File: src/common/fpps_pkg.sv
// Constants for the flash page program/read sequencer controller.
// Assumes a 100 MHz pclk, an APB3 register port of our own and an 8-bit
// register port into the flash device, synchronous to the same clock.
package fpps_pkg;

  // APB register offsets (one aligned 32-bit word each)
  localparam logic [7:0] OFS_CMD   = 8'h00;
  localparam logic [7:0] OFS_ADDR  = 8'h04;
  localparam logic [7:0] OFS_COUNT = 8'h08;
  localparam logic [7:0] OFS_BIDX  = 8'h0C;
  localparam logic [7:0] OFS_BDATA = 8'h10;
  localparam logic [7:0] OFS_STAT  = 8'h14;
  localparam logic [7:0] OFS_RDATA = 8'h18;

  // Command register fields
  localparam int CMD_LSB  = 0;
  localparam int CMD_W    = 3;
  localparam int TSEL_BIT = 4;

  typedef enum logic [2:0] {
    CMD_NONE   = 3'h0,
    CMD_UNLOCK = 3'h1,
    CMD_ERASE  = 3'h2,
    CMD_WRITE  = 3'h3,
    CMD_READ   = 3'h4,
    CMD_LOCK   = 3'h5
  } fpps_cmd_t;

  // Status register bits
  localparam int ST_BUSY = 0;
  localparam int ST_DONE = 1;
  localparam int ST_ERR  = 2;
  localparam int ST_UNLK = 3;
  localparam int ST_TMO  = 4;

  // Device register addresses on its 8-bit register port
  localparam logic [7:0] DEV_CTRL0      = 8'h00;
  localparam logic [7:0] DEV_CTRL2      = 8'h02;
  localparam logic [7:0] DEV_ADDR_LOW   = 8'h03;
  localparam logic [7:0] DEV_ADDR_HIGH  = 8'h04;
  localparam logic [7:0] DEV_DATA_LOW   = 8'h05;
  localparam logic [7:0] DEV_DATA_HIGH  = 8'h06;
  localparam logic [7:0] DEV_PAT1_LOW   = 8'h07;
  localparam logic [7:0] DEV_PAT1_HIGH  = 8'h08;
  localparam logic [7:0] DEV_PAT2_LOW   = 8'h09;
  localparam logic [7:0] DEV_PAT2_HIGH  = 8'h0A;
  localparam logic [7:0] DEV_PAT3_LOW   = 8'h0B;
  localparam logic [7:0] DEV_PAT3_HIGH  = 8'h0C;

  // Control-0 bit positions in the device
  localparam int C0_UNLOCKED  = 7;
  localparam int C0_MODE_LSB  = 4;
  localparam int C0_UNLK_TRIG = 3;
  localparam int C0_WR_TRIG   = 2;
  localparam int C0_RD_EN     = 1;
  localparam int C0_RD_TRIG   = 0;
  // Control-2 bit positions in the device
  localparam int C2_TSEL      = 1;
  localparam int C2_BUF_CLR   = 0;

  // Operation mode field codes
  localparam logic [2:0] MODE_WRITE  = 3'h0;
  localparam logic [2:0] MODE_ERASE  = 3'h1;
  localparam logic [2:0] MODE_READ   = 3'h3;
  localparam logic [2:0] MODE_UNLOCK = 3'h6;

  // Page geometry
  localparam int         FADDR_W    = 14;
  localparam int         PAGE_OFS_W = 5;
  localparam int         CNT_W      = 6;
  localparam logic [5:0] PAGE_WORDS = 6'h20;
  localparam logic [5:0] UNLOCK_LEN = 6'h06;

  // Unlock pattern, first byte in the low lane, paired with its target register
  localparam logic [47:0] UNLOCK_PAT  = 48'h40_09_04_C3_0D_00;
  localparam logic [47:0] UNLOCK_REGS = {DEV_PAT3_HIGH, DEV_PAT2_HIGH, DEV_PAT1_HIGH,
                                         DEV_PAT3_LOW, DEV_PAT2_LOW, DEV_PAT1_LOW};

  // Operation times and the cycle counts derived from them
  localparam int CLK_PERIOD_NS  = 10;
  localparam int ERASE_NORM_US  = 3200;
  localparam int WRITE_NORM_US  = 2200;
  localparam int ERASE_LONG_US  = 3700;
  localparam int WRITE_LONG_US  = 3000;
  localparam int ERASE_NORM_CYC = ERASE_NORM_US * 1000 / CLK_PERIOD_NS;
  localparam int WRITE_NORM_CYC = WRITE_NORM_US * 1000 / CLK_PERIOD_NS;
  localparam int ERASE_LONG_CYC = ERASE_LONG_US * 1000 / CLK_PERIOD_NS;
  localparam int WRITE_LONG_CYC = WRITE_LONG_US * 1000 / CLK_PERIOD_NS;
  localparam int TMO_W          = 21;

endpackage : fpps_pkg

File: src/hw/fpps_page_mem.sv
// Page staging memory: one write port, one read port with registered data.
// Assumes both ports run on pclk; read data lags the address by one edge.
`timescale 1ns/1ns
`default_nettype none
module fpps_page_mem #(
  parameter int DW    = 16,
  parameter int DEPTH = 32,
  parameter int AW    = 5
) (
  input  wire logic          pclk,
  input  wire logic          we,
  input  wire logic [AW-1:0] waddr,
  input  wire logic [DW-1:0] wdata,
  input  wire logic [AW-1:0] raddr,
  output logic      [DW-1:0] rdata_ff
);

  logic [DW-1:0] mem [DEPTH];

  // No reset on the array: contents are always written before use
  always_ff @(posedge pclk) begin
    if (we) begin
      mem[waddr] <= wdata;
    end
  end

  // Registered read port
  always_ff @(posedge pclk) begin
    rdata_ff <= mem[raddr];
  end

endmodule : fpps_page_mem
`default_nettype wire

File: src/hw/fpps_sequencer.sv
// Host-side controller that drives a flash device's IAP register port:
// unlock, page erase, page write and single-word read sequences.
// Assumes the device register port runs on pclk and returns read data one
// cycle after dev_rd_en; software orders it over an APB3 slave.
`timescale 1ns/1ns
`default_nettype none
module fpps_sequencer #(
  parameter int ERASE_NORM_CYC = fpps_pkg::ERASE_NORM_CYC,
  parameter int WRITE_NORM_CYC = fpps_pkg::WRITE_NORM_CYC,
  parameter int ERASE_LONG_CYC = fpps_pkg::ERASE_LONG_CYC,
  parameter int WRITE_LONG_CYC = fpps_pkg::WRITE_LONG_CYC
) (
  input  wire logic        pclk,
  input  wire logic        presetn,
  input  wire logic        psel,
  input  wire logic        penable,
  input  wire logic        pwrite,
  input  wire logic [7:0]  paddr,
  input  wire logic [31:0] pwdata,
  output logic      [31:0] prdata,
  output logic             pready,
  output logic             pslverr,
  output logic      [7:0]  dev_addr,
  output logic      [7:0]  dev_wdata,
  output logic             dev_wr_en,
  output logic             dev_rd_en,
  input  wire logic [7:0]  dev_rdata
);

  typedef enum logic [4:0] {
    S_IDLE     = 5'h00,
    S_CTRL2    = 5'h01,
    S_MODE     = 5'h02,
    S_ADDR_L   = 5'h03,
    S_ADDR_H   = 5'h04,
    S_TAG      = 5'h05,
    S_LOAD     = 5'h06,
    S_DATA_L   = 5'h07,
    S_DATA_H   = 5'h08,
    S_PAT      = 5'h09,
    S_TRIG     = 5'h0A,
    S_POLL_REQ = 5'h0B,
    S_POLL_WT  = 5'h0C,
    S_POLL_CHK = 5'h0D,
    S_RD_L     = 5'h0E,
    S_RD_H     = 5'h0F,
    S_CAP_L    = 5'h10,
    S_CAP_H    = 5'h11,
    S_FIN      = 5'h12
  } fpps_state_t;

  // Builds a control-0 value; the unlock flag is written back as held so
  // that ordinary mode writes never drop it by accident
  function automatic logic [7:0] ctrl0(input logic unlk, input logic [2:0] mode,
                                       input logic utrig, input logic wtrig,
                                       input logic ren, input logic rtrig);
    logic [7:0] v;
    v = 8'h00;
    v[fpps_pkg::C0_UNLOCKED] = unlk;
    v[fpps_pkg::C0_MODE_LSB +: 3] = mode;
    v[fpps_pkg::C0_UNLK_TRIG] = utrig;
    v[fpps_pkg::C0_WR_TRIG] = wtrig;
    v[fpps_pkg::C0_RD_EN] = ren;
    v[fpps_pkg::C0_RD_TRIG] = rtrig;
    return v;
  endfunction : ctrl0

  fpps_state_t              state_ff, nxt_state;
  fpps_pkg::fpps_cmd_t      cmd_ff;
  logic                     tsel_ff;
  logic                     start_ff;
  logic [fpps_pkg::FADDR_W-1:0] addr_ff, op_addr_ff;
  logic [fpps_pkg::CNT_W-1:0]   count_ff, op_count_ff;
  logic [fpps_pkg::PAGE_OFS_W-1:0] bidx_ff;
  logic [fpps_pkg::CNT_W-1:0]   cnt_ff, nxt_cnt;
  logic [fpps_pkg::TMO_W-1:0]   tmo_ff, tmo_limit;
  logic [7:0]               poll_mask_ff;
  logic                     done_ff, err_ff, tmo_err_ff, unlocked_ff;
  logic [15:0]              rdata_ff;
  logic [7:0]               dev_addr_ff, nxt_addr;
  logic [7:0]               dev_wdata_ff, nxt_wdata;
  logic                     dev_wr_ff, nxt_wr, dev_rd_ff, nxt_rd;
  logic [31:0]              prdata_ff;
  logic                     apb_wr, mem_we;
  logic [15:0]              mem_rdata;
  logic                     busy;
  logic                     refuse;
  logic [fpps_pkg::CNT_W:0] span;

  assign busy      = (state_ff != S_IDLE);
  assign apb_wr    = psel & penable & pwrite;
  assign mem_we    = apb_wr & (paddr == fpps_pkg::OFS_BDATA);
  assign pready    = 1'b1;
  assign prdata    = prdata_ff;
  assign dev_addr  = dev_addr_ff;
  assign dev_wdata = dev_wdata_ff;
  assign dev_wr_en = dev_wr_ff;
  assign dev_rd_en = dev_rd_ff;

  // Unmapped offsets answer with an error in the access phase
  always_comb begin
    case (paddr)
      fpps_pkg::OFS_CMD, fpps_pkg::OFS_ADDR, fpps_pkg::OFS_COUNT, fpps_pkg::OFS_BIDX,
      fpps_pkg::OFS_BDATA, fpps_pkg::OFS_STAT, fpps_pkg::OFS_RDATA: pslverr = 1'b0;
      default: pslverr = psel & penable;
    endcase
  end

  // Read data is latched in the setup phase so it stands through the access
  always_ff @(posedge pclk or negedge presetn) begin
    if (!presetn) begin
      prdata_ff <= 32'h0000_0000;
    end else if (psel & ~penable) begin
      prdata_ff <= 32'h0000_0000;
      case (paddr)
        fpps_pkg::OFS_CMD: begin
          prdata_ff[fpps_pkg::CMD_LSB +: fpps_pkg::CMD_W] <= cmd_ff;
          prdata_ff[fpps_pkg::TSEL_BIT] <= tsel_ff;
        end
        fpps_pkg::OFS_ADDR:  prdata_ff[fpps_pkg::FADDR_W-1:0] <= addr_ff;
        fpps_pkg::OFS_COUNT: prdata_ff[fpps_pkg::CNT_W-1:0] <= count_ff;
        fpps_pkg::OFS_BIDX:  prdata_ff[fpps_pkg::PAGE_OFS_W-1:0] <= bidx_ff;
        fpps_pkg::OFS_STAT: begin
          prdata_ff[fpps_pkg::ST_BUSY] <= busy;
          prdata_ff[fpps_pkg::ST_DONE] <= done_ff;
          prdata_ff[fpps_pkg::ST_ERR]  <= err_ff;
          prdata_ff[fpps_pkg::ST_UNLK] <= unlocked_ff;
          prdata_ff[fpps_pkg::ST_TMO]  <= tmo_err_ff;
        end
        fpps_pkg::OFS_RDATA: prdata_ff[15:0] <= rdata_ff;
        default: prdata_ff <= 32'h0000_0000;
      endcase
    end
  end

  // Command register; a new command is only accepted while idle
  always_ff @(posedge pclk or negedge presetn) begin
    if (!presetn) begin
      cmd_ff   <= fpps_pkg::CMD_NONE;
      tsel_ff  <= 1'b0;
      start_ff <= 1'b0;
    end else begin
      start_ff <= 1'b0;
      if (apb_wr && paddr == fpps_pkg::OFS_CMD && !busy && !start_ff) begin
        cmd_ff   <= fpps_pkg::fpps_cmd_t'(pwdata[fpps_pkg::CMD_LSB +: fpps_pkg::CMD_W]);
        tsel_ff  <= pwdata[fpps_pkg::TSEL_BIT];
        start_ff <= (pwdata[fpps_pkg::CMD_LSB +: fpps_pkg::CMD_W] != fpps_pkg::CMD_NONE);
      end
    end
  end

  // Address, count and staging index; the stage index wraps so a full page
  // of 32 loads always lands in order
  always_ff @(posedge pclk or negedge presetn) begin
    if (!presetn) begin
      addr_ff  <= '0;
      count_ff <= fpps_pkg::PAGE_WORDS;
      bidx_ff  <= '0;
    end else if (apb_wr) begin
      if (paddr == fpps_pkg::OFS_ADDR) addr_ff <= pwdata[fpps_pkg::FADDR_W-1:0];
      if (paddr == fpps_pkg::OFS_COUNT) count_ff <= pwdata[fpps_pkg::CNT_W-1:0];
      if (paddr == fpps_pkg::OFS_BIDX) bidx_ff <= pwdata[fpps_pkg::PAGE_OFS_W-1:0];
      if (paddr == fpps_pkg::OFS_BDATA) bidx_ff <= bidx_ff + 1'b1;
    end
  end

  // Word staging for one page program
  fpps_page_mem #(
    .DW    (16),
    .DEPTH (32),
    .AW    (fpps_pkg::PAGE_OFS_W)
  ) u_page_mem (
    .pclk     (pclk),
    .we       (mem_we),
    .waddr    (bidx_ff),
    .wdata    (pwdata[15:0]),
    .raddr    (cnt_ff[fpps_pkg::PAGE_OFS_W-1:0]),
    .rdata_ff (mem_rdata)
  );

  // Writes that would cross the page end, or erase/write while locked,
  // are refused before any device access
  assign span   = {1'b0, addr_ff[fpps_pkg::PAGE_OFS_W-1:0]} + {1'b0, count_ff};
  always_comb begin
    refuse = 1'b0;
    if ((cmd_ff == fpps_pkg::CMD_ERASE || cmd_ff == fpps_pkg::CMD_WRITE) && !unlocked_ff)
      refuse = 1'b1;
    if (cmd_ff == fpps_pkg::CMD_WRITE &&
        (count_ff == '0 || count_ff > fpps_pkg::PAGE_WORDS ||
         span > {1'b0, fpps_pkg::PAGE_WORDS}))
      refuse = 1'b1;
  end

  // Poll limit: twice the selected device time; counts assume full-speed pclk
  always_comb begin
    if (cmd_ff == fpps_pkg::CMD_ERASE)
      tmo_limit = fpps_pkg::TMO_W'(2 * (tsel_ff ? ERASE_LONG_CYC : ERASE_NORM_CYC));
    else
      tmo_limit = fpps_pkg::TMO_W'(2 * (tsel_ff ? WRITE_LONG_CYC : WRITE_NORM_CYC));
  end

  // Sequencer: each state issues at most one device register access
  always_comb begin
    nxt_state = state_ff;
    nxt_cnt   = cnt_ff;
    nxt_wr    = 1'b0;
    nxt_rd    = 1'b0;
    nxt_addr  = dev_addr_ff;
    nxt_wdata = dev_wdata_ff;
    case (state_ff)
      S_IDLE: begin
        nxt_cnt = '0;
        if (start_ff && !refuse) begin
          if (cmd_ff == fpps_pkg::CMD_ERASE || cmd_ff == fpps_pkg::CMD_WRITE)
            nxt_state = S_CTRL2;
          else
            nxt_state = S_MODE;
        end
      end
      S_CTRL2: begin
        // Clear the device buffer first, so a retry reloads from empty
        nxt_wr    = 1'b1;
        nxt_addr  = fpps_pkg::DEV_CTRL2;
        nxt_wdata = 8'h00;
        nxt_wdata[fpps_pkg::C2_BUF_CLR] = 1'b1;
        nxt_wdata[fpps_pkg::C2_TSEL] = tsel_ff;
        nxt_state = S_MODE;
      end
      S_MODE: begin
        nxt_wr   = 1'b1;
        nxt_addr = fpps_pkg::DEV_CTRL0;
        case (cmd_ff)
          fpps_pkg::CMD_UNLOCK: begin
            nxt_wdata = ctrl0(unlocked_ff, fpps_pkg::MODE_UNLOCK, 1'b1, 1'b0, 1'b0, 1'b0);
            nxt_state = S_PAT;
          end
          fpps_pkg::CMD_ERASE: begin
            nxt_wdata = ctrl0(1'b1, fpps_pkg::MODE_ERASE, 1'b0, 1'b0, 1'b0, 1'b0);
            nxt_state = S_ADDR_L;
          end
          fpps_pkg::CMD_WRITE: begin
            nxt_wdata = ctrl0(1'b1, fpps_pkg::MODE_WRITE, 1'b0, 1'b0, 1'b0, 1'b0);
            nxt_state = S_ADDR_L;
          end
          fpps_pkg::CMD_READ: begin
            // Enable first; the S_TRIG write then sets the trigger with enable still held
            nxt_wdata = ctrl0(unlocked_ff, fpps_pkg::MODE_READ, 1'b0, 1'b0, 1'b1, 1'b0);
            nxt_state = S_ADDR_L;
          end
          default: begin
            nxt_wdata = ctrl0(1'b0, fpps_pkg::MODE_WRITE, 1'b0, 1'b0, 1'b0, 1'b0);
            nxt_state = S_FIN;
          end
        endcase
      end
      S_ADDR_L: begin
        nxt_wr    = 1'b1;
        nxt_addr  = fpps_pkg::DEV_ADDR_LOW;
        nxt_wdata = op_addr_ff[7:0];
        if (cmd_ff == fpps_pkg::CMD_ERASE)
          nxt_wdata[fpps_pkg::PAGE_OFS_W-1:0] = '0;
        nxt_state = S_ADDR_H;
      end
      S_ADDR_H: begin
        nxt_wr    = 1'b1;
        nxt_addr  = fpps_pkg::DEV_ADDR_HIGH;
        nxt_wdata = 8'(op_addr_ff[fpps_pkg::FADDR_W-1:8]);
        if (cmd_ff == fpps_pkg::CMD_ERASE)
          nxt_state = S_TAG;
        else if (cmd_ff == fpps_pkg::CMD_WRITE)
          nxt_state = S_LOAD;
        else
          nxt_state = S_TRIG;
      end
      S_TAG: begin
        // Dummy high-byte writes tag every word of the page
        nxt_wr    = 1'b1;
        nxt_addr  = fpps_pkg::DEV_DATA_HIGH;
        nxt_wdata = 8'h00;
        nxt_cnt   = cnt_ff + 1'b1;
        if (nxt_cnt == fpps_pkg::PAGE_WORDS)
          nxt_state = S_TRIG;
      end
      S_LOAD: begin
        // One idle cycle lets the staging memory present the next word
        nxt_state = S_DATA_L;
      end
      S_DATA_L: begin
        nxt_wr    = 1'b1;
        nxt_addr  = fpps_pkg::DEV_DATA_LOW;
        nxt_wdata = mem_rdata[7:0];
        nxt_state = S_DATA_H;
      end
      S_DATA_H: begin
        nxt_wr    = 1'b1;
        nxt_addr  = fpps_pkg::DEV_DATA_HIGH;
        nxt_wdata = mem_rdata[15:8];
        nxt_cnt   = cnt_ff + 1'b1;
        if (nxt_cnt == op_count_ff)
          nxt_state = S_TRIG;
        else
          nxt_state = S_LOAD;
      end
      S_PAT: begin
        nxt_wr    = 1'b1;
        nxt_addr  = fpps_pkg::UNLOCK_REGS[cnt_ff*8 +: 8];
        nxt_wdata = fpps_pkg::UNLOCK_PAT[cnt_ff*8 +: 8];
        nxt_cnt   = cnt_ff + 1'b1;
        if (nxt_cnt == fpps_pkg::UNLOCK_LEN)
          nxt_state = S_POLL_REQ;
      end
      S_TRIG: begin
        nxt_wr   = 1'b1;
        nxt_addr = fpps_pkg::DEV_CTRL0;
        if (cmd_ff == fpps_pkg::CMD_ERASE)
          nxt_wdata = ctrl0(1'b1, fpps_pkg::MODE_ERASE, 1'b0, 1'b1, 1'b0, 1'b0);
        else if (cmd_ff == fpps_pkg::CMD_WRITE)
          nxt_wdata = ctrl0(1'b1, fpps_pkg::MODE_WRITE, 1'b0, 1'b1, 1'b0, 1'b0);
        else
          nxt_wdata = ctrl0(unlocked_ff, fpps_pkg::MODE_READ, 1'b0, 1'b0, 1'b1, 1'b1);
        nxt_state = S_POLL_REQ;
      end
      S_POLL_REQ: begin
        // The device core is stalled meanwhile; only its port answers
        nxt_rd    = 1'b1;
        nxt_addr  = fpps_pkg::DEV_CTRL0;
        nxt_state = S_POLL_WT;
      end
      S_POLL_WT: nxt_state = S_POLL_CHK;
      S_POLL_CHK: begin
        if ((dev_rdata & poll_mask_ff) == 8'h00) begin
          if (cmd_ff == fpps_pkg::CMD_READ)
            nxt_state = S_RD_L;
          else
            nxt_state = S_FIN;
        end else if (tmo_ff >= tmo_limit) begin
          nxt_state = S_FIN;
        end else begin
          nxt_state = S_POLL_REQ;
        end
      end
      S_RD_L: begin
        nxt_rd    = 1'b1;
        nxt_addr  = fpps_pkg::DEV_DATA_LOW;
        nxt_state = S_RD_H;
      end
      S_RD_H: begin
        nxt_rd    = 1'b1;
        nxt_addr  = fpps_pkg::DEV_DATA_HIGH;
        nxt_state = S_CAP_L;
      end
      S_CAP_L: nxt_state = S_CAP_H;
      S_CAP_H: nxt_state = S_FIN;
      S_FIN:   nxt_state = S_IDLE;
      default: nxt_state = S_IDLE;
    endcase
  end

  // State and device port flops
  always_ff @(posedge pclk or negedge presetn) begin
    if (!presetn) begin
      state_ff     <= S_IDLE;
      cnt_ff       <= '0;
      dev_addr_ff  <= 8'h00;
      dev_wdata_ff <= 8'h00;
      dev_wr_ff    <= 1'b0;
      dev_rd_ff    <= 1'b0;
    end else begin
      state_ff     <= nxt_state;
      cnt_ff       <= nxt_cnt;
      dev_addr_ff  <= nxt_addr;
      dev_wdata_ff <= nxt_wdata;
      dev_wr_ff    <= nxt_wr;
      dev_rd_ff    <= nxt_rd;
    end
  end

  // Address and count snapshot, so APB writes to them during a run cannot disturb it
  always_ff @(posedge pclk or negedge presetn) begin
    if (!presetn) begin
      op_addr_ff   <= '0;
      op_count_ff  <= '0;
      poll_mask_ff <= 8'h00;
    end else if (state_ff == S_IDLE && start_ff) begin
      op_addr_ff  <= addr_ff;
      op_count_ff <= count_ff;
      case (cmd_ff)
        fpps_pkg::CMD_UNLOCK: poll_mask_ff <= 8'(1) << fpps_pkg::C0_UNLK_TRIG;
        fpps_pkg::CMD_READ:   poll_mask_ff <= 8'(1) << fpps_pkg::C0_RD_TRIG;
        default:              poll_mask_ff <= 8'(1) << fpps_pkg::C0_WR_TRIG;
      endcase
    end
  end

  // Poll watchdog; runs only while waiting on a trigger bit
  always_ff @(posedge pclk or negedge presetn) begin
    if (!presetn) begin
      tmo_ff <= '0;
    end else if (state_ff == S_IDLE) begin
      tmo_ff <= '0;
    end else if (state_ff == S_POLL_REQ || state_ff == S_POLL_WT || state_ff == S_POLL_CHK) begin
      if (tmo_ff != {fpps_pkg::TMO_W{1'b1}}) tmo_ff <= tmo_ff + 1'b1;
    end
  end

  // Status: cleared on an accepted command, set at once on a refused one, else set as the run ends
  always_ff @(posedge pclk or negedge presetn) begin
    if (!presetn) begin
      done_ff     <= 1'b0;
      err_ff      <= 1'b0;
      tmo_err_ff  <= 1'b0;
      unlocked_ff <= 1'b0;
    end else begin
      if (state_ff == S_IDLE && start_ff) begin
        done_ff    <= refuse;
        err_ff     <= refuse;
        tmo_err_ff <= 1'b0;
      end
      if (state_ff == S_POLL_CHK && (dev_rdata & poll_mask_ff) == 8'h00)
        unlocked_ff <= dev_rdata[fpps_pkg::C0_UNLOCKED];
      if (state_ff == S_POLL_CHK && (dev_rdata & poll_mask_ff) != 8'h00 &&
          tmo_ff >= tmo_limit) begin
        err_ff     <= 1'b1;
        tmo_err_ff <= 1'b1;
      end
      if (state_ff == S_MODE && cmd_ff == fpps_pkg::CMD_LOCK)
        unlocked_ff <= 1'b0;
      if (state_ff == S_FIN)
        done_ff <= 1'b1;
    end
  end

  // Read word capture, low byte then high byte
  always_ff @(posedge pclk or negedge presetn) begin
    if (!presetn) begin
      rdata_ff <= 16'h0000;
    end else if (state_ff == S_CAP_L) begin
      rdata_ff[7:0] <= dev_rdata;
    end else if (state_ff == S_CAP_H) begin
      rdata_ff[15:8] <= dev_rdata;
    end
  end

endmodule : fpps_sequencer
`default_nettype wire

File: config.mk
export PLATFORM = sky130hd
export DESIGN_NAME = fpps_sequencer
export DESIGN_NICKNAME = d
export VERILOG_FILES = /design/src/common/fpps_pkg.sv /design/src/hw/fpps_page_mem.sv /design/src/hw/fpps_sequencer.sv
export SDC_FILE = /design/constraint.sdc
export NUM_CORES = 1
export LEC_CHECK = 0
export ABC_AREA = 1
export BUFFER_PORTS_ARGS = -buffer_cell sky130_fd_sc_hd__buf_2
export CAP_MARGIN = 20
export CORE_MARGIN = 3
export CORE_UTILIZATION = 40
export DETAILED_ROUTE_END_ITERATION = 10
export PLACE_DENSITY_LB_ADDON = 0.3
export SLEW_MARGIN = 20
export SYNTH_ARGS = -nofsm -noshare
export SYNTH_HDL_FRONTEND = slang
export SYNTH_HIERARCHICAL = 1
export SYNTH_SLANG_ARGS = --single-unit
File: constraint.sdc
create_clock -name pclk -period 4.1 [get_ports pclk]
set_input_delay 0.82 -clock pclk [delete_from_list [all_inputs] [get_ports pclk]]
set_output_delay 0.82 -clock pclk [all_outputs]
set_load 0.02 [all_outputs]
==> out/metrics.csv <==
stage,metric,value,unit
run_status,outcome,"finished, final reports clean",
grt,grtUsageTotal,0.1977,
setup_path,crit_type,flop to flop,
floorplanning,boundaryPins,105,
finish,layout.nets,2970,
timing,tightest_slew,1.073,ns
finish,stdcell_count,3894,
clock_network,holdBufCountCts,0,
synth,ys_top_cells_by_area,"edfxtp_1 53%, nand2_1 12%, dfrtp_1 11%, nand3_1 7.7%, nor2_1 1.6%",
grt,grt_pass1_wl,118700,um
clock_network,clkLatencyLatePin,0.62,ns
synth,synth_top_family_by_area,simple AND/OR/NAND/NOR gates,
synth,synth-adder-area-share,0.01265,
timing,rsz0062_at_grt,false,
grt,grt_max_degree,168,
power,powerDensity,517.0,mW/mm^2
power,p_leak,12.86,nW
setup_path,arrival,3.54,ns
synth,synth-seq-cells,663,
setup_path,worst_setup_path_start_kind,flop,
floorplanning,core-area,0.07198,mm^2
synth,synth.top_cell.area_share,0.5252,
floorplanning,die_width,276.5,um
timing,setup_tns,0,ns
setup_path,cp-end-kind,flop,
timing,setup_violations,0,
clock_network,clkTransAtPathRegs,0.06,ns
finish,drive_above_1_share,0.09242,
placed_design,dp_cells,3767,
routing,drt_iter0_markers,1937,
timing,fmax,326.1,MHz
clock_network,cts_setup_buffers,0,
synth,syn_inst,2824,
synth,ys.flop_type,edfxtp_1,
clock_network,cts-htree-levels,3,
grt,antenna_found_initial,0,
floorplanning,start_util,0.4067,
clock_network,ctsResizeCount,0,
synth,synthTopCellsByCount,"963 x nand2_1, 512 x edfxtp_1, 449 x nand3_1",
grt,grt_pass1_vias,20010,
routing,wire_per_inst,19.68,um
timing,finalHoldViolCount,0,
synth,muxShareOfSynthArea,0,
floorplanning,dieArea,0.07646,mm^2
placed_design,hpwl,48200,um
setup_path,rr_endpoint,tmo_err_ff,
synth,synth_most_common_cell,nand2_1,
synth,ys_async_sr_fraction,0.2036,
clock_network,tritoncts,built,
synth,synth_area_leader_cell,edfxtp_1,
synth,syn_area,0.02927,mm^2
synth,avgSynthCellArea,10.37,um^2
clock_network,clockBufferDepth,3,
floorplanning,core.rowCount,98,
clock_network,cts-root-buf,clkbuf_16,
synth,seq_area_frac_synth,0.6516,
setup_path,startpoint,cmd_ff[2],
routing,firstDrtPassIters,6,
setup_path,reg2reg_slack,1.03,ns
floorplanning,die_y,276.5,um
power,power,16.88,mW
worst_hold_path,hp-class,input port to async pin,
routing,finalWirelength,76630,um
timing,slew_violations,0,
timing,whs,0.3646,ns
routing,final_antenna_net_count,0,
placed_design,place.gp.congestion,0.8968,
finish,fin_util,0.4536,
routing,routed_via_density,5.306,
clock_network,cts_sinks,663,
timing,post-route-period-util,0.7480,
setup_path,worstPathRequired,4.58,ns
synth,synth_edf_count,512,
synth,synth_xor_area_frac,0.004787,
setup_path,crit_fanout,10,
routing,vias,20660,
setup_path,rr_worst_depth,17,
synth,ys.warnings.count,6,
synth,synth_compound_gate_area_share,0.04227,
synth,synthSimpleGateAreaFrac,0.2355,
clock_network,cts_buffers,69,
placed_design,io_buffers,67,
setup_path,r2r-start,cmd_ff[2],
timing,slew-limit-headroom,0.2834,
grt,grt_overflow,0,
job,drv_cap,0,
finish,area_growth,11.52,%
finish,nFillCells,6705,
synth,synth_cell_type_count,65,
routing,drc,0,
timing,fin_crit,3.067,ns
power,vdd_ir_drop_max,0.3670,mV
timing,fin_skew,0.03867,ns
-- placed cells by master (no fill, tap or decap), types with 21 or more instances in the layout --
master / count
edfxtp_1: 512
dfrtp_1: 131
conb_1: 21
nor2_1: 127
inv_1: 124
clkbuf_16: 72
ha_1: 28
nand2_1: 962
buf_2: 66
nand3_1: 449
a21oi_1: 45
nor3_1: 28
nand4_1: 21
o21ai_0: 84
buf_4: 58
-- critical path, stage by stage (launching register included) --
cell and delay, ns:
dfrtp_1 0.40, inv_1 0.15, nand2_1 0.30, nor2_1 0.18
buf_4 0.20, inv_1 0.15, ha_1 0.25, inv_1 0.12
ha_1 0.26, nand4_1 0.13, nor2_1 0.04, and2_1 0.12
nand2_1 0.07, nand2_1 0.05, nor2_1 0.14, nand2_1 0.06
nand2_1 0.18, o21ai_0 0.12
-- report_power, final --
| part | leakage, nW | switching (mW) | internal (mW) |
|---|---|---|---|
| Clock | 1.11 | 2.62 | 3.62 |
| Combinational | 5.26 | 2.22 | 0.791 |
| Sequential | 6.48 | 0.156 | 7.47 |
-- routing by layer --
metal / wire (um) / part of all wire / up-vias / global-route usage
met3: 4142 / 0.054 / 125 / 0.02846
met1: 34040 / 0.44 / 10080 / 0.2769
met2: 36270 / 0.47 / 679 / 0.3201
met5: 0 / 0 / - / 0
met4: 2186 / 0.029 / 0 / 0.05999
li1: - / - / 9774 / -
-- cell families (layout without fill, tap and decap cells) --
logic type                 Yosys count  in the layout
and+or+nand+nor                   1619           1619
DFF                                663            663
buffers and inverters              290            390
AOI/OAI and AO/OA                  205            205
adders and majority gates           29             29
xor gates and xnor gates            16             16
other                                2             22
-- final cells by class --
| cell class | instances | area [um^2] | area share |
|---|---|---|---|
| Antenna cell | 1 | 2.502 | 0.00007665 |
| Clock buffer | 88 | 1892 | 0.05795 |
| Clock inverter | 38 | 380.4 | 0.01165 |
| Inverter | 135 | 519.2 | 0.01591 |
| Multi-Input combinational cell | 1890 | 8723 | 0.2672 |
| Sequential cell | 663 | 19080 | 0.5845 |
| Tap cell | 950 | 1189 | 0.03641 |
| Timing Repair Buffer | 129 | 857.1 | 0.02625 |
-- sequential cells by signal (all words and copies together) (netlist names), 3 cells and up --
name and count:
dev_wdata 8, u_page_mem/mem 512, cnt_ff 6, op_addr_ff 14
dev_addr 4, count_ff 6, prdata 16, addr_ff 14
state_ff 5, u_page_mem/rdata_ff 16, tmo_ff 21, poll_mask_ff 3
bidx_ff 5, op_count_ff 6, cmd_ff 3, rdata_ff 16
-- per-stage QoR --
step | setup WS (ns) | instance area (um^2)
finish | 1.033 | 32650
CTS | 1.011 | 32640
floorplan | 0.9038 | 29340
detailed placement | 0.4398 | 30370
global placement | 0.5277 | 30370
global route | 0.7634 | 32640
-- worst max path at each step --
stage	to	slack [ns]	cells past startpoint
after floorplan	u_page_mem/mem[23][0]	0.90	8
after global placement	u_page_mem/mem[22][5]	0.53	9
after detailed placement	u_page_mem/mem[22][0]	0.44	9
after CTS	tmo_err_ff	1.01	17
after global routing	u_page_mem/mem[22][5]	0.76	9
final	tmo_err_ff	1.03	17
Note: power is estimated with default switching activity, not from simulation.
